[src/verilog/fnb_defines.svh]
`ifndef FNB_DEFINES_SVH
`define FNB_DEFINES_SVH
// ---------------------------------------------
// Register byte offsets inside the 4 KB window
// ---------------------------------------------
`define FNB_SYS_BASE 32'hFFFF_F000
`define FNB_SYS_MASK 32'hFFFF_F000
`define FNB_OFF_CMD 12'h000
`define FNB_OFF_STATUS 12'h004
`define FNB_OFF_LOCK 12'h008
`define FNB_OFF_NVBIT 12'h00C
`define FNB_OFF_RSTCAUSE 12'h010
`define FNB_OFF_RSTCTRL 12'h014
// ---------------------------------------------
// Command register fields
// ---------------------------------------------
`define FNB_CMD_OP_LSB 0
`define FNB_CMD_OP_MSB 3
`define FNB_CMD_ARG_LSB 8
`define FNB_CMD_ARG_MSB 17
`define FNB_CMD_KEY_LSB 24
`define FNB_CMD_KEY_MSB 31
`define FNB_CMD_KEY 8'h5A
// ---------------------------------------------
// Status register fields
// ---------------------------------------------
`define FNB_ST_DONE 0
`define FNB_ST_LOCKERR 1
`define FNB_ST_SECURE 2
`define FNB_ST_FASTPROG 3
`define FNB_ST_RECOVER 4
`define FNB_ST_BROWNOUT 5
`define FNB_ST_CMDERR 6
`define FNB_ST_DENIED 7
// ---------------------------------------------
// Reset values and timing
// ---------------------------------------------
`define FNB_CLK_MHZ 100
`define FNB_WIPE_MS 50
`define FNB_WIPE_CYC (`FNB_WIPE_MS * 1000 * `FNB_CLK_MHZ)
`define FNB_RSTLEN_RST 8'h01
`define FNB_RSTPULSE_UNIT 16'h0100
`endif

[src/verilog/fnb_pkg.sv]
package fnb_pkg;
   // Flash commands
   typedef enum logic [3:0] {
      FNB_OP_NONE = 4'h0, FNB_OP_PROG = 4'h1, FNB_OP_PERASE = 4'h2,
      FNB_OP_FERASE = 4'h3, FNB_OP_SETLOCK = 4'h4, FNB_OP_CLRLOCK = 4'h5,
      FNB_OP_SETGP = 4'h6, FNB_OP_CLRGP = 4'h7, FNB_OP_SETSEC = 4'h8,
      FNB_OP_SWRST = 4'h9
   } fnb_op_t;
   // Reset causes
   typedef enum logic [2:0] {
      FNB_RC_POWERUP = 3'h0, FNB_RC_SOFTWARE = 3'h1, FNB_RC_USER = 3'h2,
      FNB_RC_WATCHDOG = 3'h3, FNB_RC_BROWNOUT = 3'h4
   } fnb_cause_t;
   // Access request from debug or fast programming port
   typedef struct packed {
      logic dbg_req;
      logic fpp_req;
   } fnb_ext_req_t;
   // Request to the flash array
   typedef struct packed {
      logic go;
      fnb_op_t op;
      logic [9:0] page;
   } fnb_flash_cmd_t;
endpackage

[src/verilog/fnb_top.sv]
// Added by the designer: the address map and the AXI4-Lite interface to the registers.
`timescale 1ns/1ps
// What this block does
// - Eight lock bits, each guarding a region of 32 pages of 128 bytes.
// - Program or erase into a locked region is dropped and raises interrupt.
// - Software set-lock and clear-lock commands change one region's lock bit.
// - Wipe pin clears all lock bits, unlocking the whole flash.
// - Security bit set refuses debug and fast programming flash accesses.
// - Only set-security command turns security on; nothing in software clears it.
// - Security clears only after wipe pin high and then a full erase.
// - With security clear, all interfaces may access flash again.
// - Two general-purpose bits set and cleared by commands, retained.
// - General-purpose bit 0 enables brownout detector; wipe clears it.
// - General-purpose bit 1 enables brownout reset; wipe clears it.
// - Eight factory calibration bits, fixed against software and wipe.
// - Test pin, straps zero and one high, strap two low: fast programming.
// - Fast programming accepts read, program, erases, lock, unlock, protect.
// - Test pin with all three straps high restores boot program.
// - Report last reset cause: power-up, software, user, watchdog, brownout.
// - Drive internal resets and shaped open-drain external reset pulse.
// - Enabled brownout detector output asserts at once, releases on recovery.
// - Registers decode inside top 4 KB starting at 0xFFFFF000.
`include "fnb_defines.svh"
module fnb_top
   import fnb_pkg::*;
#(
   parameter int LOCK_BITS = 8,
   parameter int REGION_PAGES = 32,
   parameter int PAGE_BYTES = 128,
   parameter int WIPE_CYCLES = `FNB_WIPE_CYC,
   parameter logic [7:0] CAL_BITS = 8'hA5 // Arbitrary factory value
) (
   // Clock and reset
   input wire logic CORE_CLK,
   input wire logic RST_N,
   // AXI4-Lite slave
   input wire logic [31:0] AWADDR,
   input wire logic AWVALID,
   output logic AWREADY,
   input wire logic [31:0] WDATA,
   input wire logic [3:0] WSTRB,
   input wire logic WVALID,
   output logic WREADY,
   output logic [1:0] BRESP,
   output logic BVALID,
   input wire logic BREADY,
   input wire logic [31:0] ARADDR,
   input wire logic ARVALID,
   output logic ARREADY,
   output logic [31:0] RDATA,
   output logic [1:0] RRESP,
   output logic RVALID,
   input wire logic RREADY,
   // Strap and wipe pins
   input wire logic TEST_MODE_PIN,
   input wire logic STRAP_PIN_ZERO,
   input wire logic STRAP_PIN_ONE,
   input wire logic STRAP_PIN_TWO,
   input wire logic WIPE_PIN,
   // Outside flash access requests and grants
   input wire fnb_ext_req_t EXT_REQ,
   output logic DBG_GRANT,
   output logic FPP_GRANT,
   // Flash array command and completion
   output fnb_flash_cmd_t FLASH_CMD,
   input wire logic FLASH_DONE,
   output logic BOOT_RESTORE,
   // Brownout and reset
   input wire logic CORE_SUPPLY_LOW,
   input wire logic POWER_ON_N,
   input wire logic WATCHDOG_FAULT,
   input wire logic EXT_RESET_PIN_I,
   output logic EXT_RESET_PIN_O,
   output logic EXT_RESET_PIN_OE,
   output logic BROWNOUT_OUT,
   output logic BOD_ENABLE,
   output logic BOD_RESET_EN,
   output logic PROC_RESET_N,
   output logic PERIPH_RESET_N,
   output logic [7:0] CAL_OUT,
   output logic LOCK_IRQ
);
   localparam int PAGE_W = $clog2(LOCK_BITS * REGION_PAGES);
   localparam int REG_W = $clog2(LOCK_BITS);
   localparam int PAGE_IN_W = $clog2(REGION_PAGES);
   localparam int WCNT_W = $clog2(WIPE_CYCLES + 1);

   // ---------------------------------------------
   // AXI4-Lite write channel
   // ---------------------------------------------
   logic aw_have_q, w_have_q;
   logic [31:0] aw_addr_q, w_data_q;
   logic [3:0] w_strb_q;
   logic wr_go;
   logic aw_hit, ar_hit;
   logic [11:0] wr_off;

   assign AWREADY = !aw_have_q && !BVALID;
   assign WREADY = !w_have_q && !BVALID;
   assign wr_go = aw_have_q && w_have_q;
   assign wr_off = aw_addr_q[11:0];
   assign aw_hit = (aw_addr_q & `FNB_SYS_MASK) == `FNB_SYS_BASE;
   assign ar_hit = (ARADDR & `FNB_SYS_MASK) == `FNB_SYS_BASE;

   // Capture address and data in either order
   always_ff @(posedge CORE_CLK) begin
      if (!RST_N) begin
         aw_have_q <= 1'b0;
         w_have_q <= 1'b0;
         aw_addr_q <= 32'h0000_0000;
         w_data_q <= 32'h0000_0000;
         w_strb_q <= 4'h0;
      end else begin
         if (AWVALID && AWREADY) begin
            aw_have_q <= 1'b1;
            aw_addr_q <= AWADDR;
         end else if (wr_go) begin
            aw_have_q <= 1'b0;
         end
         if (WVALID && WREADY) begin
            w_have_q <= 1'b1;
            w_data_q <= WDATA;
            w_strb_q <= WSTRB;
         end else if (wr_go) begin
            w_have_q <= 1'b0;
         end
      end
   end

   // Write response
   always_ff @(posedge CORE_CLK) begin
      if (!RST_N) begin
         BVALID <= 1'b0;
         BRESP <= 2'h0;
      end else if (wr_go) begin
         BVALID <= 1'b1;
         BRESP <= aw_hit ? 2'h0 : 2'h3;
      end else if (BREADY) begin
         BVALID <= 1'b0;
      end
   end

   // ---------------------------------------------
   // Command decode
   // ---------------------------------------------
   logic cmd_wr, cmd_ok, busy_q;
   fnb_op_t cmd_op;
   logic [9:0] cmd_arg;
   logic [PAGE_W-1:0] cmd_page;
   logic [REG_W-1:0] cmd_region;
   logic [LOCK_BITS-1:0] lock_q;
   logic cmd_locked;
   logic fast_mode, recover_mode;

   assign cmd_wr = wr_go && aw_hit && (wr_off == `FNB_OFF_CMD) && (&w_strb_q);
   assign cmd_op = fnb_op_t'(w_data_q[`FNB_CMD_OP_MSB:`FNB_CMD_OP_LSB]);
   assign cmd_arg = w_data_q[`FNB_CMD_ARG_MSB:`FNB_CMD_ARG_LSB];
   assign cmd_ok = cmd_wr && !busy_q
      && (w_data_q[`FNB_CMD_KEY_MSB:`FNB_CMD_KEY_LSB] == `FNB_CMD_KEY);
   assign cmd_page = cmd_arg[PAGE_W-1:0];
   assign cmd_region = cmd_page[PAGE_W-1:PAGE_IN_W];
   assign cmd_locked = lock_q[cmd_region];

   // ---------------------------------------------
   // Wipe pin qualification
   // ---------------------------------------------
   logic wipe_s1_q, wipe_s2_q, wipe_q, wipe_seen_q;
   logic [WCNT_W-1:0] wipe_cnt_q;

   // Two-stage synchroniser
   always_ff @(posedge CORE_CLK) begin
      if (!RST_N) begin
         wipe_s1_q <= 1'b0;
         wipe_s2_q <= 1'b0;
      end else begin
         wipe_s1_q <= WIPE_PIN;
         wipe_s2_q <= wipe_s1_q;
      end
   end

   // Stable-time counter, one wipe event per assertion
   always_ff @(posedge CORE_CLK) begin
      if (!RST_N) begin
         wipe_cnt_q <= '0;
         wipe_q <= 1'b0;
      end else if (!wipe_s2_q) begin
         wipe_cnt_q <= '0;
         wipe_q <= 1'b0;
      end else if (wipe_cnt_q != WCNT_W'(WIPE_CYCLES)) begin
         wipe_cnt_q <= wipe_cnt_q + 1'b1;
         wipe_q <= (wipe_cnt_q == WCNT_W'(WIPE_CYCLES - 1));
      end else begin
         wipe_q <= 1'b0;
      end
   end

   // ---------------------------------------------
   // Flash command sequencing
   // ---------------------------------------------
   logic lockerr_q, cmderr_q, done_q, ferase_q;

   always_ff @(posedge CORE_CLK) begin
      if (!RST_N) begin
         busy_q <= 1'b0;
         ferase_q <= 1'b0;
         FLASH_CMD <= '0;
      end else if (cmd_ok && (cmd_op == FNB_OP_PROG || cmd_op == FNB_OP_PERASE)
                   && !cmd_locked) begin
         busy_q <= 1'b1;
         ferase_q <= 1'b0;
         FLASH_CMD <= '{go: 1'b1, op: cmd_op, page: cmd_arg};
      end else if (cmd_ok && cmd_op == FNB_OP_FERASE && lock_q == '0) begin
         busy_q <= 1'b1;
         ferase_q <= 1'b1;
         FLASH_CMD <= '{go: 1'b1, op: cmd_op, page: 10'h000};
      end else begin
         FLASH_CMD.go <= 1'b0;
         if (busy_q && FLASH_DONE) begin
            busy_q <= 1'b0;
         end
      end
   end

   // Sticky status flags; new event wins over the read clear
   logic st_rd;
   always_ff @(posedge CORE_CLK) begin
      if (!RST_N) begin
         lockerr_q <= 1'b0;
         cmderr_q <= 1'b0;
         done_q <= 1'b0;
      end else begin
         if (cmd_ok && cmd_locked && (cmd_op == FNB_OP_PROG || cmd_op == FNB_OP_PERASE))
            lockerr_q <= 1'b1;
         else if (cmd_ok && cmd_op == FNB_OP_FERASE && lock_q != '0)
            lockerr_q <= 1'b1;
         else if (st_rd)
            lockerr_q <= 1'b0;
         if (cmd_wr && (busy_q || !cmd_ok))
            cmderr_q <= 1'b1;
         else if (st_rd)
            cmderr_q <= 1'b0;
         if (busy_q && FLASH_DONE)
            done_q <= 1'b1;
         else if (st_rd)
            done_q <= 1'b0;
      end
   end
   assign LOCK_IRQ = lockerr_q;

   // ---------------------------------------------
   // Non-volatile bits
   // ---------------------------------------------
   logic [1:0] gp_q;
   logic secure_q, wipe_seen_arm;

   // Lock bits per region
   genvar gi;
   generate
      for (gi = 0; gi < LOCK_BITS; gi++) begin : g_lock
         always_ff @(posedge CORE_CLK) begin
            if (!RST_N) begin
               lock_q[gi] <= 1'b0;
            end else if (wipe_q) begin
               lock_q[gi] <= 1'b0;
            end else if (cmd_ok && cmd_region == REG_W'(gi)) begin
               if (cmd_op == FNB_OP_SETLOCK)
                  lock_q[gi] <= 1'b1;
               else if (cmd_op == FNB_OP_CLRLOCK)
                  lock_q[gi] <= 1'b0;
            end
         end
      end
   endgenerate

   // General-purpose bits
   always_ff @(posedge CORE_CLK) begin
      if (!RST_N) begin
         gp_q <= 2'h0;
      end else if (wipe_q) begin
         gp_q <= 2'h0;
      end else if (cmd_ok && cmd_op == FNB_OP_SETGP) begin
         gp_q[cmd_arg[0]] <= 1'b1;
      end else if (cmd_ok && cmd_op == FNB_OP_CLRGP) begin
         gp_q[cmd_arg[0]] <= 1'b0;
      end
   end

   // Security bit: set by command only, cleared by wipe followed by full erase
   assign wipe_seen_arm = wipe_q;
   always_ff @(posedge CORE_CLK) begin
      if (!RST_N) begin
         secure_q <= 1'b0;
         wipe_seen_q <= 1'b0;
      end else begin
         if (cmd_ok && cmd_op == FNB_OP_SETSEC)
            secure_q <= 1'b1;
         else if (wipe_seen_q && ferase_q && busy_q && FLASH_DONE)
            secure_q <= 1'b0;
         // A wipe counts only if it follows the latest set-security command
         if (wipe_seen_arm)
            wipe_seen_q <= 1'b1;
         else if (cmd_ok && cmd_op == FNB_OP_SETSEC)
            wipe_seen_q <= 1'b0;
         else if (ferase_q && busy_q && FLASH_DONE)
            wipe_seen_q <= 1'b0;
      end
   end

   // Outside access gating
   assign DBG_GRANT = EXT_REQ.dbg_req && !secure_q;
   assign FPP_GRANT = EXT_REQ.fpp_req && !secure_q && fast_mode;

   // Brownout control and calibration
   assign BOD_ENABLE = gp_q[0];
   assign BOD_RESET_EN = gp_q[1];
   assign BROWNOUT_OUT = gp_q[0] && CORE_SUPPLY_LOW;
   assign CAL_OUT = CAL_BITS;

   // ---------------------------------------------
   // Strap modes
   // ---------------------------------------------
   assign fast_mode = TEST_MODE_PIN && STRAP_PIN_ZERO && STRAP_PIN_ONE
      && !STRAP_PIN_TWO;
   assign recover_mode = TEST_MODE_PIN && STRAP_PIN_ZERO && STRAP_PIN_ONE
      && STRAP_PIN_TWO;
   assign BOOT_RESTORE = recover_mode;

   // ---------------------------------------------
   // Reset controller
   // ---------------------------------------------
   logic [7:0] rstlen_q;
   fnb_cause_t cause_q;
   logic [23:0] pulse_q;
   logic por_seen_q, ext_s1_q, ext_s2_q, ext_busy;
   logic sw_rst, bo_rst;

   assign sw_rst = cmd_ok && cmd_op == FNB_OP_SWRST;
   assign bo_rst = BROWNOUT_OUT && gp_q[1];
   assign ext_busy = pulse_q != 24'h00_0000;

   // External reset pin sampling
   always_ff @(posedge CORE_CLK) begin
      if (!RST_N) begin
         ext_s1_q <= 1'b1;
         ext_s2_q <= 1'b1;
      end else begin
         ext_s1_q <= EXT_RESET_PIN_I;
         ext_s2_q <= ext_s1_q;
      end
   end

   // Cause of last reset; power-up first after release
   always_ff @(posedge CORE_CLK) begin
      if (!RST_N) begin
         por_seen_q <= 1'b0;
         cause_q <= FNB_RC_POWERUP;
      end else begin
         por_seen_q <= 1'b1;
         if (!POWER_ON_N || !por_seen_q)
            cause_q <= FNB_RC_POWERUP;
         else if (bo_rst)
            cause_q <= FNB_RC_BROWNOUT;
         else if (WATCHDOG_FAULT)
            cause_q <= FNB_RC_WATCHDOG;
         else if (sw_rst)
            cause_q <= FNB_RC_SOFTWARE;
         else if (!ext_s2_q && !ext_busy)
            cause_q <= FNB_RC_USER;
      end
   end

   // Shaped external reset pulse
   always_ff @(posedge CORE_CLK) begin
      if (!RST_N) begin
         pulse_q <= 24'h00_0000;
         rstlen_q <= `FNB_RSTLEN_RST;
      end else begin
         if (wr_go && aw_hit && wr_off == `FNB_OFF_RSTCTRL && w_strb_q[0])
            rstlen_q <= w_data_q[7:0];
         if (sw_rst || WATCHDOG_FAULT || bo_rst || !POWER_ON_N)
            pulse_q <= {rstlen_q, 16'h0000} | 24'(`FNB_RSTPULSE_UNIT);
         else if (ext_busy)
            pulse_q <= pulse_q - 24'h00_0001;
      end
   end
   assign EXT_RESET_PIN_O = 1'b0;
   assign EXT_RESET_PIN_OE = ext_busy;
   assign PROC_RESET_N = !ext_busy && ext_s2_q;
   assign PERIPH_RESET_N = !ext_busy && ext_s2_q;

   // ---------------------------------------------
   // AXI4-Lite read channel
   // ---------------------------------------------
   logic [31:0] rd_val;
   assign ARREADY = !RVALID;
   assign st_rd = ARVALID && ARREADY && ar_hit && ARADDR[11:0] == `FNB_OFF_STATUS;

   // Read mux
   always_comb begin
      rd_val = 32'h0000_0000;
      case (ARADDR[11:0])
         `FNB_OFF_STATUS: begin
            rd_val[`FNB_ST_DONE] = done_q;
            rd_val[`FNB_ST_LOCKERR] = lockerr_q;
            rd_val[`FNB_ST_SECURE] = secure_q;
            rd_val[`FNB_ST_FASTPROG] = fast_mode;
            rd_val[`FNB_ST_RECOVER] = recover_mode;
            rd_val[`FNB_ST_BROWNOUT] = BROWNOUT_OUT;
            rd_val[`FNB_ST_CMDERR] = cmderr_q;
            rd_val[`FNB_ST_DENIED] = busy_q;
         end
         `FNB_OFF_LOCK: rd_val[LOCK_BITS-1:0] = lock_q;
         `FNB_OFF_NVBIT: rd_val[15:0] = {CAL_BITS, 6'h00, gp_q};
         `FNB_OFF_RSTCAUSE: rd_val[2:0] = cause_q;
         `FNB_OFF_RSTCTRL: rd_val[7:0] = rstlen_q;
         default: rd_val = 32'h0000_0000;
      endcase
   end

   // Read data register
   always_ff @(posedge CORE_CLK) begin
      if (!RST_N) begin
         RVALID <= 1'b0;
         RDATA <= 32'h0000_0000;
         RRESP <= 2'h0;
      end else if (ARVALID && ARREADY) begin
         RVALID <= 1'b1;
         RDATA <= ar_hit ? rd_val : 32'h0000_0000;
         RRESP <= ar_hit ? 2'h0 : 2'h3;
      end else if (RREADY) begin
         RVALID <= 1'b0;
      end
   end
endmodule

[config.mk]
export PLATFORM = sky130hd
export DESIGN_NAME = fnb_top
export DESIGN_NICKNAME = d
export VERILOG_FILES = /design/src/verilog/fnb_pkg.sv /design/src/verilog/fnb_top.sv
export VERILOG_INCLUDE_DIRS = /design/src /design/src/verilog
export SDC_FILE = /design/constraint.sdc
export NUM_CORES = 1
export LEC_CHECK = 0
export ABC_AREA = 1
export BUFFER_PORTS_ARGS = -buffer_cell sky130_fd_sc_hd__buf_2
export CAP_MARGIN = 30
export CORE_ASPECT_RATIO = 1.4
export CORE_MARGIN = 4
export CORE_UTILIZATION = 35
export CTS_CLUSTER_DIAMETER = 50
export DETAILED_ROUTE_END_ITERATION = 12
export GPL_ROUTABILITY_DRIVEN = 1
export PLACE_DENSITY = 0.57
export SLEW_MARGIN = 15
export SYNTH_ARGS = -nofsm -noshare
export SYNTH_HDL_FRONTEND = slang
export SYNTH_SLANG_ARGS = --single-unit
[constraint.sdc]
create_clock -name CORE_CLK -period 2.6 [get_ports CORE_CLK]
set_clock_uncertainty 0.15 [all_clocks]
set_input_delay 0.78 -clock CORE_CLK [delete_from_list [all_inputs] [get_ports CORE_CLK]]
set_output_delay 0.78 -clock CORE_CLK [all_outputs]
set_load 0.03 [all_outputs]
# After elaboration in Yosys (flattened, before gate mapping)
# Cells that the tools add are included.
# word_totals
input_bits	119
out_inout_bits	75
ff_bits	204
wordCells	230
# op_classes
magnitude_cmp	3
muxes	44
n_eq_ne	27
reduce_logical	109
add_sub_neg	2
bitwise_logic	4
# ops
op	n
$logic_and 1x1->1	53
$mux 24	2
$eq 20x20->1 const B	2
$eq 12x5->1 const B	3
$mux 1	26
$eq 12x4->1 const B	2
$reduce_bool 24->1	1
$sub 24x1->24 const B	1
$add 23x1->23 const B	1
$eq 23x23->1 const B	1
$ne 23x23->1 const B	1
$reduce_bool 2->1	11
$reduce_and 2->1	9
$eq 4x3->1 const B	4
$mux 16	1
$mux 15	1
$pmux 3 s5	1
$pmux 5 s3	1
$mux 14	1
$logic_not 1->1	13
$eq 12x3->1 const B	1
$eq 3x3->1 const B	4
$logic_not 12->1	1
$mux 3	4
other kinds (27)	44

# Depth between registers and ports, before layout
# Gate-level depths: netlist of run 1.
# logic_depth
ltp_word	11
ltp_mapped	13
depth_no_buf	12

# Worst setup path after synthesis of run 1
# No wires, ideal clock.
# synth_path
path_type	reg-to-output
from	register pulse_q[0]
to	output PROC_RESET_N
required_time_ps	1670
slack_ps	-367
path_stages_with_launch	10
t_arrival_ps	2037
n_path_buf	1
path_cell_list	dfxtp_1 -> inv_1 -> ha_1 -> nand2_1 -> inv_1 -> nand4_1 -> nor2_1 -> nand3_1 -> nor2_1 -> buf_4
# synth_between
elab_chain_len	3
# synth_rtl
item	line	text
start: declaration	fnb_top.sv:333	logic [23:0] pulse_q;
start signal: assignment	fnb_top.sv:381	pulse_q <= {rstlen_q, 16'h0000} | 24'(`FNB_RSTPULSE_UNIT);
start signal: assignment	fnb_top.sv:383	pulse_q <= pulse_q - 24'h00_0001;
$reduce_bool 24->1	fnb_top.sv:339	assign ext_busy = pulse_q != 24'h00_0000;
named net EXT_RESET_PIN_OE	fnb_top.sv:74	output logic EXT_RESET_PIN_OE,
$logic_not 1->1	n/a	
$logic_and 1x1->1	n/a	
end: declaration	fnb_top.sv:78	output logic PROC_RESET_N,
# The timed path passes the listed nets, and every way through them passes these cells.

# Final worst setup path of run 1
# layout_path
from	register pulse_q[0]
to	output PERIPH_RESET_N
# layout_between
elab_chain_len	3
# layout_rtl
item	line	text
$reduce_bool 24->1	fnb_top.sv:339	
$logic_not 1->1	fnb_top.sv:389	assign PERIPH_RESET_N = !ext_busy && ext_s2_q;
$logic_and 1x1->1	fnb_top.sv:389	
end: declaration	fnb_top.sv:79	output logic PERIPH_RESET_N,
# Every way passes these cells.

==> impl_metrics.py, run 1 <==
metrics = {
    "synth": {
        "synth_mux_area_share_pct": 0,
        "async_flop_share_pct": 0,
        "syn_inst": 1242,
        "synth-compound-area-share_pct": 11.1,
        "synth_simple_gate_area_share_pct": 34.7,
        "yosys.area.top_type": "dfxtp_1",
        "netlist_area_sq_mm": 0.00835,
        "synth_edf_count": 0,
        "ys_seq_elements": 173,
        "synth_flop_cell": "dfxtp_1",
        "synth_top_family_by_area": "simple AND/OR/NAND/NOR gates",
        "yosysSeqAreaShare_pct": 41.5,
        "synth_fa_ha_area_share_pct": 0.450,
        "yosysWarnings": 0,
        "netlist-cell-type-count": 40,
        "synth_top_area_share_pct": 41.5,
        "synthXorXnorAreaFrac_pct": 0.944,
        "synthTopCellsByArea": "dfxtp_1, nor2_1, nand2_1",
        "syn_avg_cell_area_sq_um": 6.72,
    },
    "hold_path": {
        "worstHoldStart": "ext_s1_q",
        "whs_path_depth": 1,
        "hp-class": "flop to flop",
    },
    "sta": {
        "setup_tns_ns": -0.0370,
        "fin_crit_ns": 2.62,
        "fin_crit_sh_pct": 101,
        "slew_headroom_pct": 53.4,
        "hold_viol_final": 0,
        "finalSetupViolCount": 2,
        "rsz0062_at_grt": "yes",
        "maxSlewViolCount": 0,
        "setup_slack_ns": -0.0186,
        "tightest_slew_ns": 0.697,
        "holdWs_ns": 0.262,
        "fmax_mhz": 382,
    },
    "pwr": {
        "power_density_mw_per_mm2": 622,
        "ir_drop_mv": 0.449,
        "leakage_uw": 0.00463,
    },
    "worst_setup_path": {
        "cp-startpoint": "pulse_q[0]",
        "crit_fanout": 2,
        "reg2reg_depth": 10,
        "required_ns": 1.67,
        "setup.worst_path.class": "flop to output pin",
        "cp-start-kind": "flop",
        "cp-end-kind": "output pin",
        "cp_data_arrival_time_ns": 1.69,
        "reg2reg_from": "pulse_q[0]",
    },
    "clocking": {
        "clkSinkCount": 173,
        "htree_levels": 4,
        "cts_tree": "built",
        "cts_buffer_depth": 2,
        "cts_hold_buf": 0,
        "cts_root_buffer": "clkbuf_16",
        "cts_buffers": 17,
        "clk_latency_ns": 0.43,
        "clk_pin_slew_worst_paths_ns": 0.07,
    },
    "die": {
        "dieArea_sq_mm": 0.0264,
        "die_h_microns": 191,
        "core_sq_mm": 0.0234,
        "ioPinCount": 194,
        "die_w_microns": 139,
        "start_util_pct": 35.7,
        "fp-row-count": 66,
    },
    "grt": {
        "grt_pass1_wl_mm": 37.3,
        "grt_pass1_vias": 7884,
        "grt_max_degree": 61,
        "antenna_found_initial": 1,
        "grt_usage_pct": 17.2,
        "grt_overflow_total": 0,
    },
    "place": {
        "dp_hpwl_mm": 17.1,
        "place_area_sq_mm": 0.00936,
        "port_buffers": 158,
        "place.gp.congestion": 0.867,
    },
    "finish": {
        "syn2layout_area_growth_pct": 21.4,
        "fin_util_pct": 43.4,
        "nets": 1529,
        "fill_cells": 2471,
        "design_area_sq_mm": 0.0101,
        "drive_gt1_share_pct": 19.0,
    },
    "drt": {
        "drt-pass1-iter-count": 4,
        "drc": 0,
        "via_per_inst": 4.71,
        "wl_per_cell_microns": 13.1,
        "ant_nets": 0,
        "wl_mm": 22.5,
        "vias": 8132,
        "drt-initial-drc-count": 382,
    },
    "job": {
        "cap_viol_max_count": 0,
    },
    "run_status": {
        "status": "complete, but fails checks",
        "violations": "setup timing",
    },
}
[where the power goes]
part | switching [uW] | leakage (uW) | internal (uW)
logic | 574 | 0.00292 | 324
clock network | 1070 | 0.000285 | 1490
registers | 83.9 | 0.00142 | 2770
[registers in the layout, summed over array words and instances (netlist names), 3 cells and up, named ones only]
| register | flops |
|---|---|
| aw_addr_q | 32 |
| w_data_q | 26 |
| pulse_q | 24 |
| wipe_cnt_q | 23 |
| FLASH_CMD | 15 |
| RDATA | 9 |
| lock_q | 8 |
| rstlen_q | 8 |
| w_strb_q | 4 |
| cause_q | 3 |
[worst max-delay path, stage by stage (launching register included)]
cell and delay (ns):
dfxtp_2 0.33, inv_2 0.07, ha_4 0.13, nand2_2 0.06, inv_2 0.07, nand4_1 0.10, nor2_2 0.15, nand3_4 0.09
nor2_4 0.13, buf_6 0.14
[per-layer routing]
layer / global-route usage [%] / wire length (microns) / part of all wire (%)
met1: 19.8 / 9630 / 43
met2: 31.2 / 11300 / 50
met4: 7.87 / 755 / 3.4
met3: 2.73 / 863 / 3.8
met5: 0 / 0 / 0
[metrics by stage]
step	setup WS (ns)	cells	total power (uW)
floorplan	0.0183	1269	3540
global placement	0.184	1678	3750
detailed placement	0.160	1678	3760
CTS	-0.0336	1722	6370
global route	-0.123	1725	6620
finish	-0.0186	1725	6310
[final timing paths]
check	to	slack (ns)
worst min-delay path	ext_s2_q	0.26
worst max-delay path	PERIPH_RESET_N	-0.02
worst max register to register	pulse_q[18]	0.44
worst min register to register	ext_s2_q	0.26
[placed cells by master, fill, tap and decap left out, types with 2 or more instances in the layout]
cell type    n
xnor2_1      2
nor2_1     244
clkbuf_16   17
nand2_1    218
nand2_2      4
or2_2        6
buf_2      156
buf_4       32
a21oi_1     78
nand3b_1     3
dfxtp_1    165
inv_1      127
conb_1      29
nor3_1      30
clkinv_4     3
nor3_2       3
dfxtp_2      8
inv_2        6
xor2_1       7
clkinv_2     2
o211ai_1     6
buf_6        2
clkbuf_8     3
o21a_1       2
bufinv_16    2
nor4_1       5
ha_1         2
clkinv_1     4
nand4_1     40
nand3_2      2
nand3_1     89
o21ai_0     90
nor2_2       8
nor2_4       6
[synth_stat cells, types with 5 or more instances]
master / count
a21oi_1: 78
buf_2: 7
buf_4: 37
clkbuf_1: 23
dfxtp_1: 173
inv_1: 131
nand2_1: 221
nand3_1: 90
nand4_1: 40
nor2_1: 251
nor3_1: 30
nor4_1: 5
o211ai_1: 6
o21ai_0: 90
or2_2: 6
xor2_1: 7
[area by class of cell]
class | count | area [sq um] | share of cell area [%]
clock inverters | 9 | 113 | 1.11
diodes | 1 | 2.50 | 0.0247
multi-input cells | 887 | 4120 | 40.6
repair buffers | 191 | 1060 | 10.5
well taps | 306 | 383 | 3.78
clock buffers | 21 | 470 | 4.64
inverters | 137 | 514 | 5.07
flip-flops and latches | 173 | 3470 | 34.3
[cells by family after synthesis]
| group | Yosys count |
|---|---|
| other cells | 2 |
| buf+inv | 209 |
| fa+ha+maj | 3 |
| xor+xnor | 9 |
| simple gates | 666 |
| flops | 173 |
| compound gates | 180 |
[what timing repair did]
action	in CTS	in global routing
setup endpoints to repair	3	3
buffers inserted	14	2
resized for setup	27	3
pin swaps	10	4
gates cloned	0	0
No activity file was read; power rests on OpenSTA's default activity.
==> run 2, diff against run 1 <==
==> constraint.sdc (replaced) <==
create_clock -name CORE_CLK -period 2.7 [get_ports CORE_CLK]
set_clock_uncertainty 0.15 [all_clocks]
set_input_delay 0.81 -clock CORE_CLK [delete_from_list [all_inputs] [get_ports CORE_CLK]]
set_output_delay 0.81 -clock CORE_CLK [all_outputs]
set_load 0.03 [all_outputs]
==> run 2 against run 1 <==
Against the previous run: the flow now finishes without violations; clock power shrank 4%; utilization down 0.31 points; wire length rose by 0.12%; cell area down 0.72%; register-to-register slack gained 0.10 ns; global-route usage fell by 0.42 points; sequential power decreased by 4%; first-iteration DRC count is 2.1% higher; total power down 3.9%; via count is 0.93% lower; non-clock buffer count shrank 8; combinational power fell by 5.7%; highest routed layer unchanged.
==> impl_metrics.py, run 2 (same netlist as run 1, synthesis figures left out) <==
metrics = {
    "run_status": {
        "status": "finished clean",
    },
    "pwr": {
        "ir_drop_mv": 0.414,
        "leakage_uw": 0.00457,
        "power_density_mw_per_mm2": 602,
    },
    "clocking": {
        "clkSinkCount": 173,
        "cts_hold_buf": 0,
        "cts_root_buffer": "clkbuf_16",
        "clk_pin_slew_worst_paths_ns": 0.07,
        "cts_buffer_depth": 2,
        "cts_buffers": 17,
        "cts_tree": "built",
        "clk_latency_ns": 0.43,
        "htree_levels": 4,
    },
    "worst_setup_path": {
        "crit_fanout": 2,
        "cp_data_arrival_time_ns": 1.67,
        "cp-end-kind": "output pin",
        "reg2reg_from": "busy_q",
        "required_ns": 1.74,
        "reg2reg_depth": 6,
        "reg2reg_to": "pulse_q[11]",
        "r2r_setup_slack_ns": 0.54,
        "setup.worst_path.class": "flop to output pin",
        "cp-start-kind": "flop",
    },
    "place": {
        "placedCellCount": 1678,
        "place.gp.congestion": 0.894,
        "dp_hpwl_mm": 17.3,
        "place_area_sq_mm": 0.00935,
        "preCtsSetupSlack_ns": 0.265,
        "port_buffers": 158,
    },
    "sta": {
        "maxSlewViolCount": 0,
        "rsz0062_at_grt": "yes",
        "fin_crit_sh_pct": 97.3,
        "setup_slack_ns": 0.0724,
        "setup_tns_ns": 0,
        "fin_crit_ns": 2.63,
        "finalSetupViolCount": 0,
        "fmax_mhz": 381,
        "slew_headroom_pct": 53.8,
        "tightest_slew_ns": 0.691,
        "hold_viol_final": 0,
    },
    "finish": {
        "drive_gt1_share_pct": 18.2,
        "largest_reg_flops": 32,
        "regMostFlops": "aw_addr_q",
        "design_area_sq_mm": 0.0101,
        "nets": 1521,
        "fin_cells": 1719,
        "mostFrequentLayoutCells": "nor2_1, nand2_1, dfxtp_1",
        "largestRegisters": "aw_addr_q (32), w_data_q (26), pulse_q (24)",
        "final_common_cell": "nor2_1",
        "syn2layout_area_growth_pct": 20.5,
    },
    "grt": {
        "grt_util_met3_pct": 2.76,
        "grt-busiest-layer": "met2",
        "grt_usage_pct": 16.8,
        "grt_max_degree": 51,
        "grt_pass1_wl_mm": 36.3,
        "grt_pass1_vias": 7554,
        "grtUsageMet1_pct": 19.6,
        "grt_overflow_total": 0,
        "grtUsageMet2_pct": 30.0,
        "antenna_found_initial": 1,
    },
    "hold_path": {
        "worstHoldStart": "ext_s1_q",
        "min_delay_worst_endpoint": "ext_s2_q",
        "hp-class": "flop to flop",
        "whs_path_depth": 1,
    },
    "job": {
        "cap_viol_max_count": 0,
    },
    "drt": {
        "drc": 0,
        "drt-pass1-iter-count": 5,
        "drt-initial-drc-count": 390,
        "wl_per_cell_microns": 13.1,
        "wl_mm": 22.6,
        "via_per_inst": 4.69,
        "vias": 8056,
        "ant_nets": 0,
    },
    "die": {
        "core_sq_mm": 0.0234,
        "start_util_pct": 35.7,
        "fp-row-count": 66,
        "die_h_microns": 191,
        "dieArea_sq_mm": 0.0264,
        "ioPinCount": 194,
        "die_w_microns": 139,
    },
}
-- run 2: cell count changes in the layout (fill, tap and decap cells not counted), moves of 2 or more --
cell        previous run  this run
clkinvlp_4             1         4
inv_6                  1         3
dfxtp_1              165       168
clkbuf_1               1         3
dfxtp_2                8         5
clkinv_2               2         0
clkbuf_8               3         1
buf_4                 32        24
-- run 2: layout make-up --
type / count / area, sq um
clock inverters: 11 / 134
multi-input cells: 887 / 4110
flip-flops and latches: 173 / 3470
repair buffers: 183 / 1000
clock buffers: 21 / 450
well taps: 306 / 383
inverters: 137 / 514
diodes: 1 / 2.50
fillers: 2442 / 13300
-- run 2: worst max-delay path by stage --
| stage | from | end |
|---|---|---|
| floorplan | pulse_q[0] | PROC_RESET_N |
| global placement | STRAP_PIN_ONE | FPP_GRANT |
| detailed placement | STRAP_PIN_ONE | FPP_GRANT |
| CTS | pulse_q[1] | PERIPH_RESET_N |
| global route | pulse_q[7] | PERIPH_RESET_N |
| finish | pulse_q[0] | PERIPH_RESET_N |
-- run 2: timing repair --
item                                   4_1_cts  5_1_grt
resized for setup                           16       10
endpoints found under the hold margin        0        0
setup endpoints to repair                    3        3
setup buffers                                4        4
pin swaps                                    5       10
-- run 2: critical path, stage by stage (launching register included) --
cell	delay, ns
dfxtp_2	0.32
inv_2	0.08
ha_4	0.15
nand2_4	0.05
inv_2	0.06
nand4_1	0.07
nor2_1	0.12
nand3_2	0.11
nor2_4	0.14
buf_6	0.14
-- run 2: report_power, final --
group	leakage [uW]	internal, uW	switching (uW)
combinational	0.00289	302	547
clock	0.000271	1400	1060
sequential	0.00142	2670	80.5
total	0.00457	4370	1690
-- run 2: routing by layer --
| layer | vias up | wire length [microns] |
|---|---|---|
| met1 | 3586 | 9630 |
| met5 | - | 0 |
| met2 | 169 | 11500 |
| li1 | 4265 | - |
| met3 | 36 | 803 |
| met4 | 0 | 669 |
-- run 2: through the flow --
| stage | power (uW) | util [%] | hold slack, ns |
|---|---|---|---|
| floorplan | 3410 | - | 0.240 |
| global placement | 3610 | 40.0 | 0.248 |
| detailed placement | 3620 | 40.0 | 0.255 |
| CTS | 6110 | 42.8 | 0.275 |
| global route | 6340 | 43.1 | 0.278 |
| finish | 6060 | 43.1 | 0.277 |
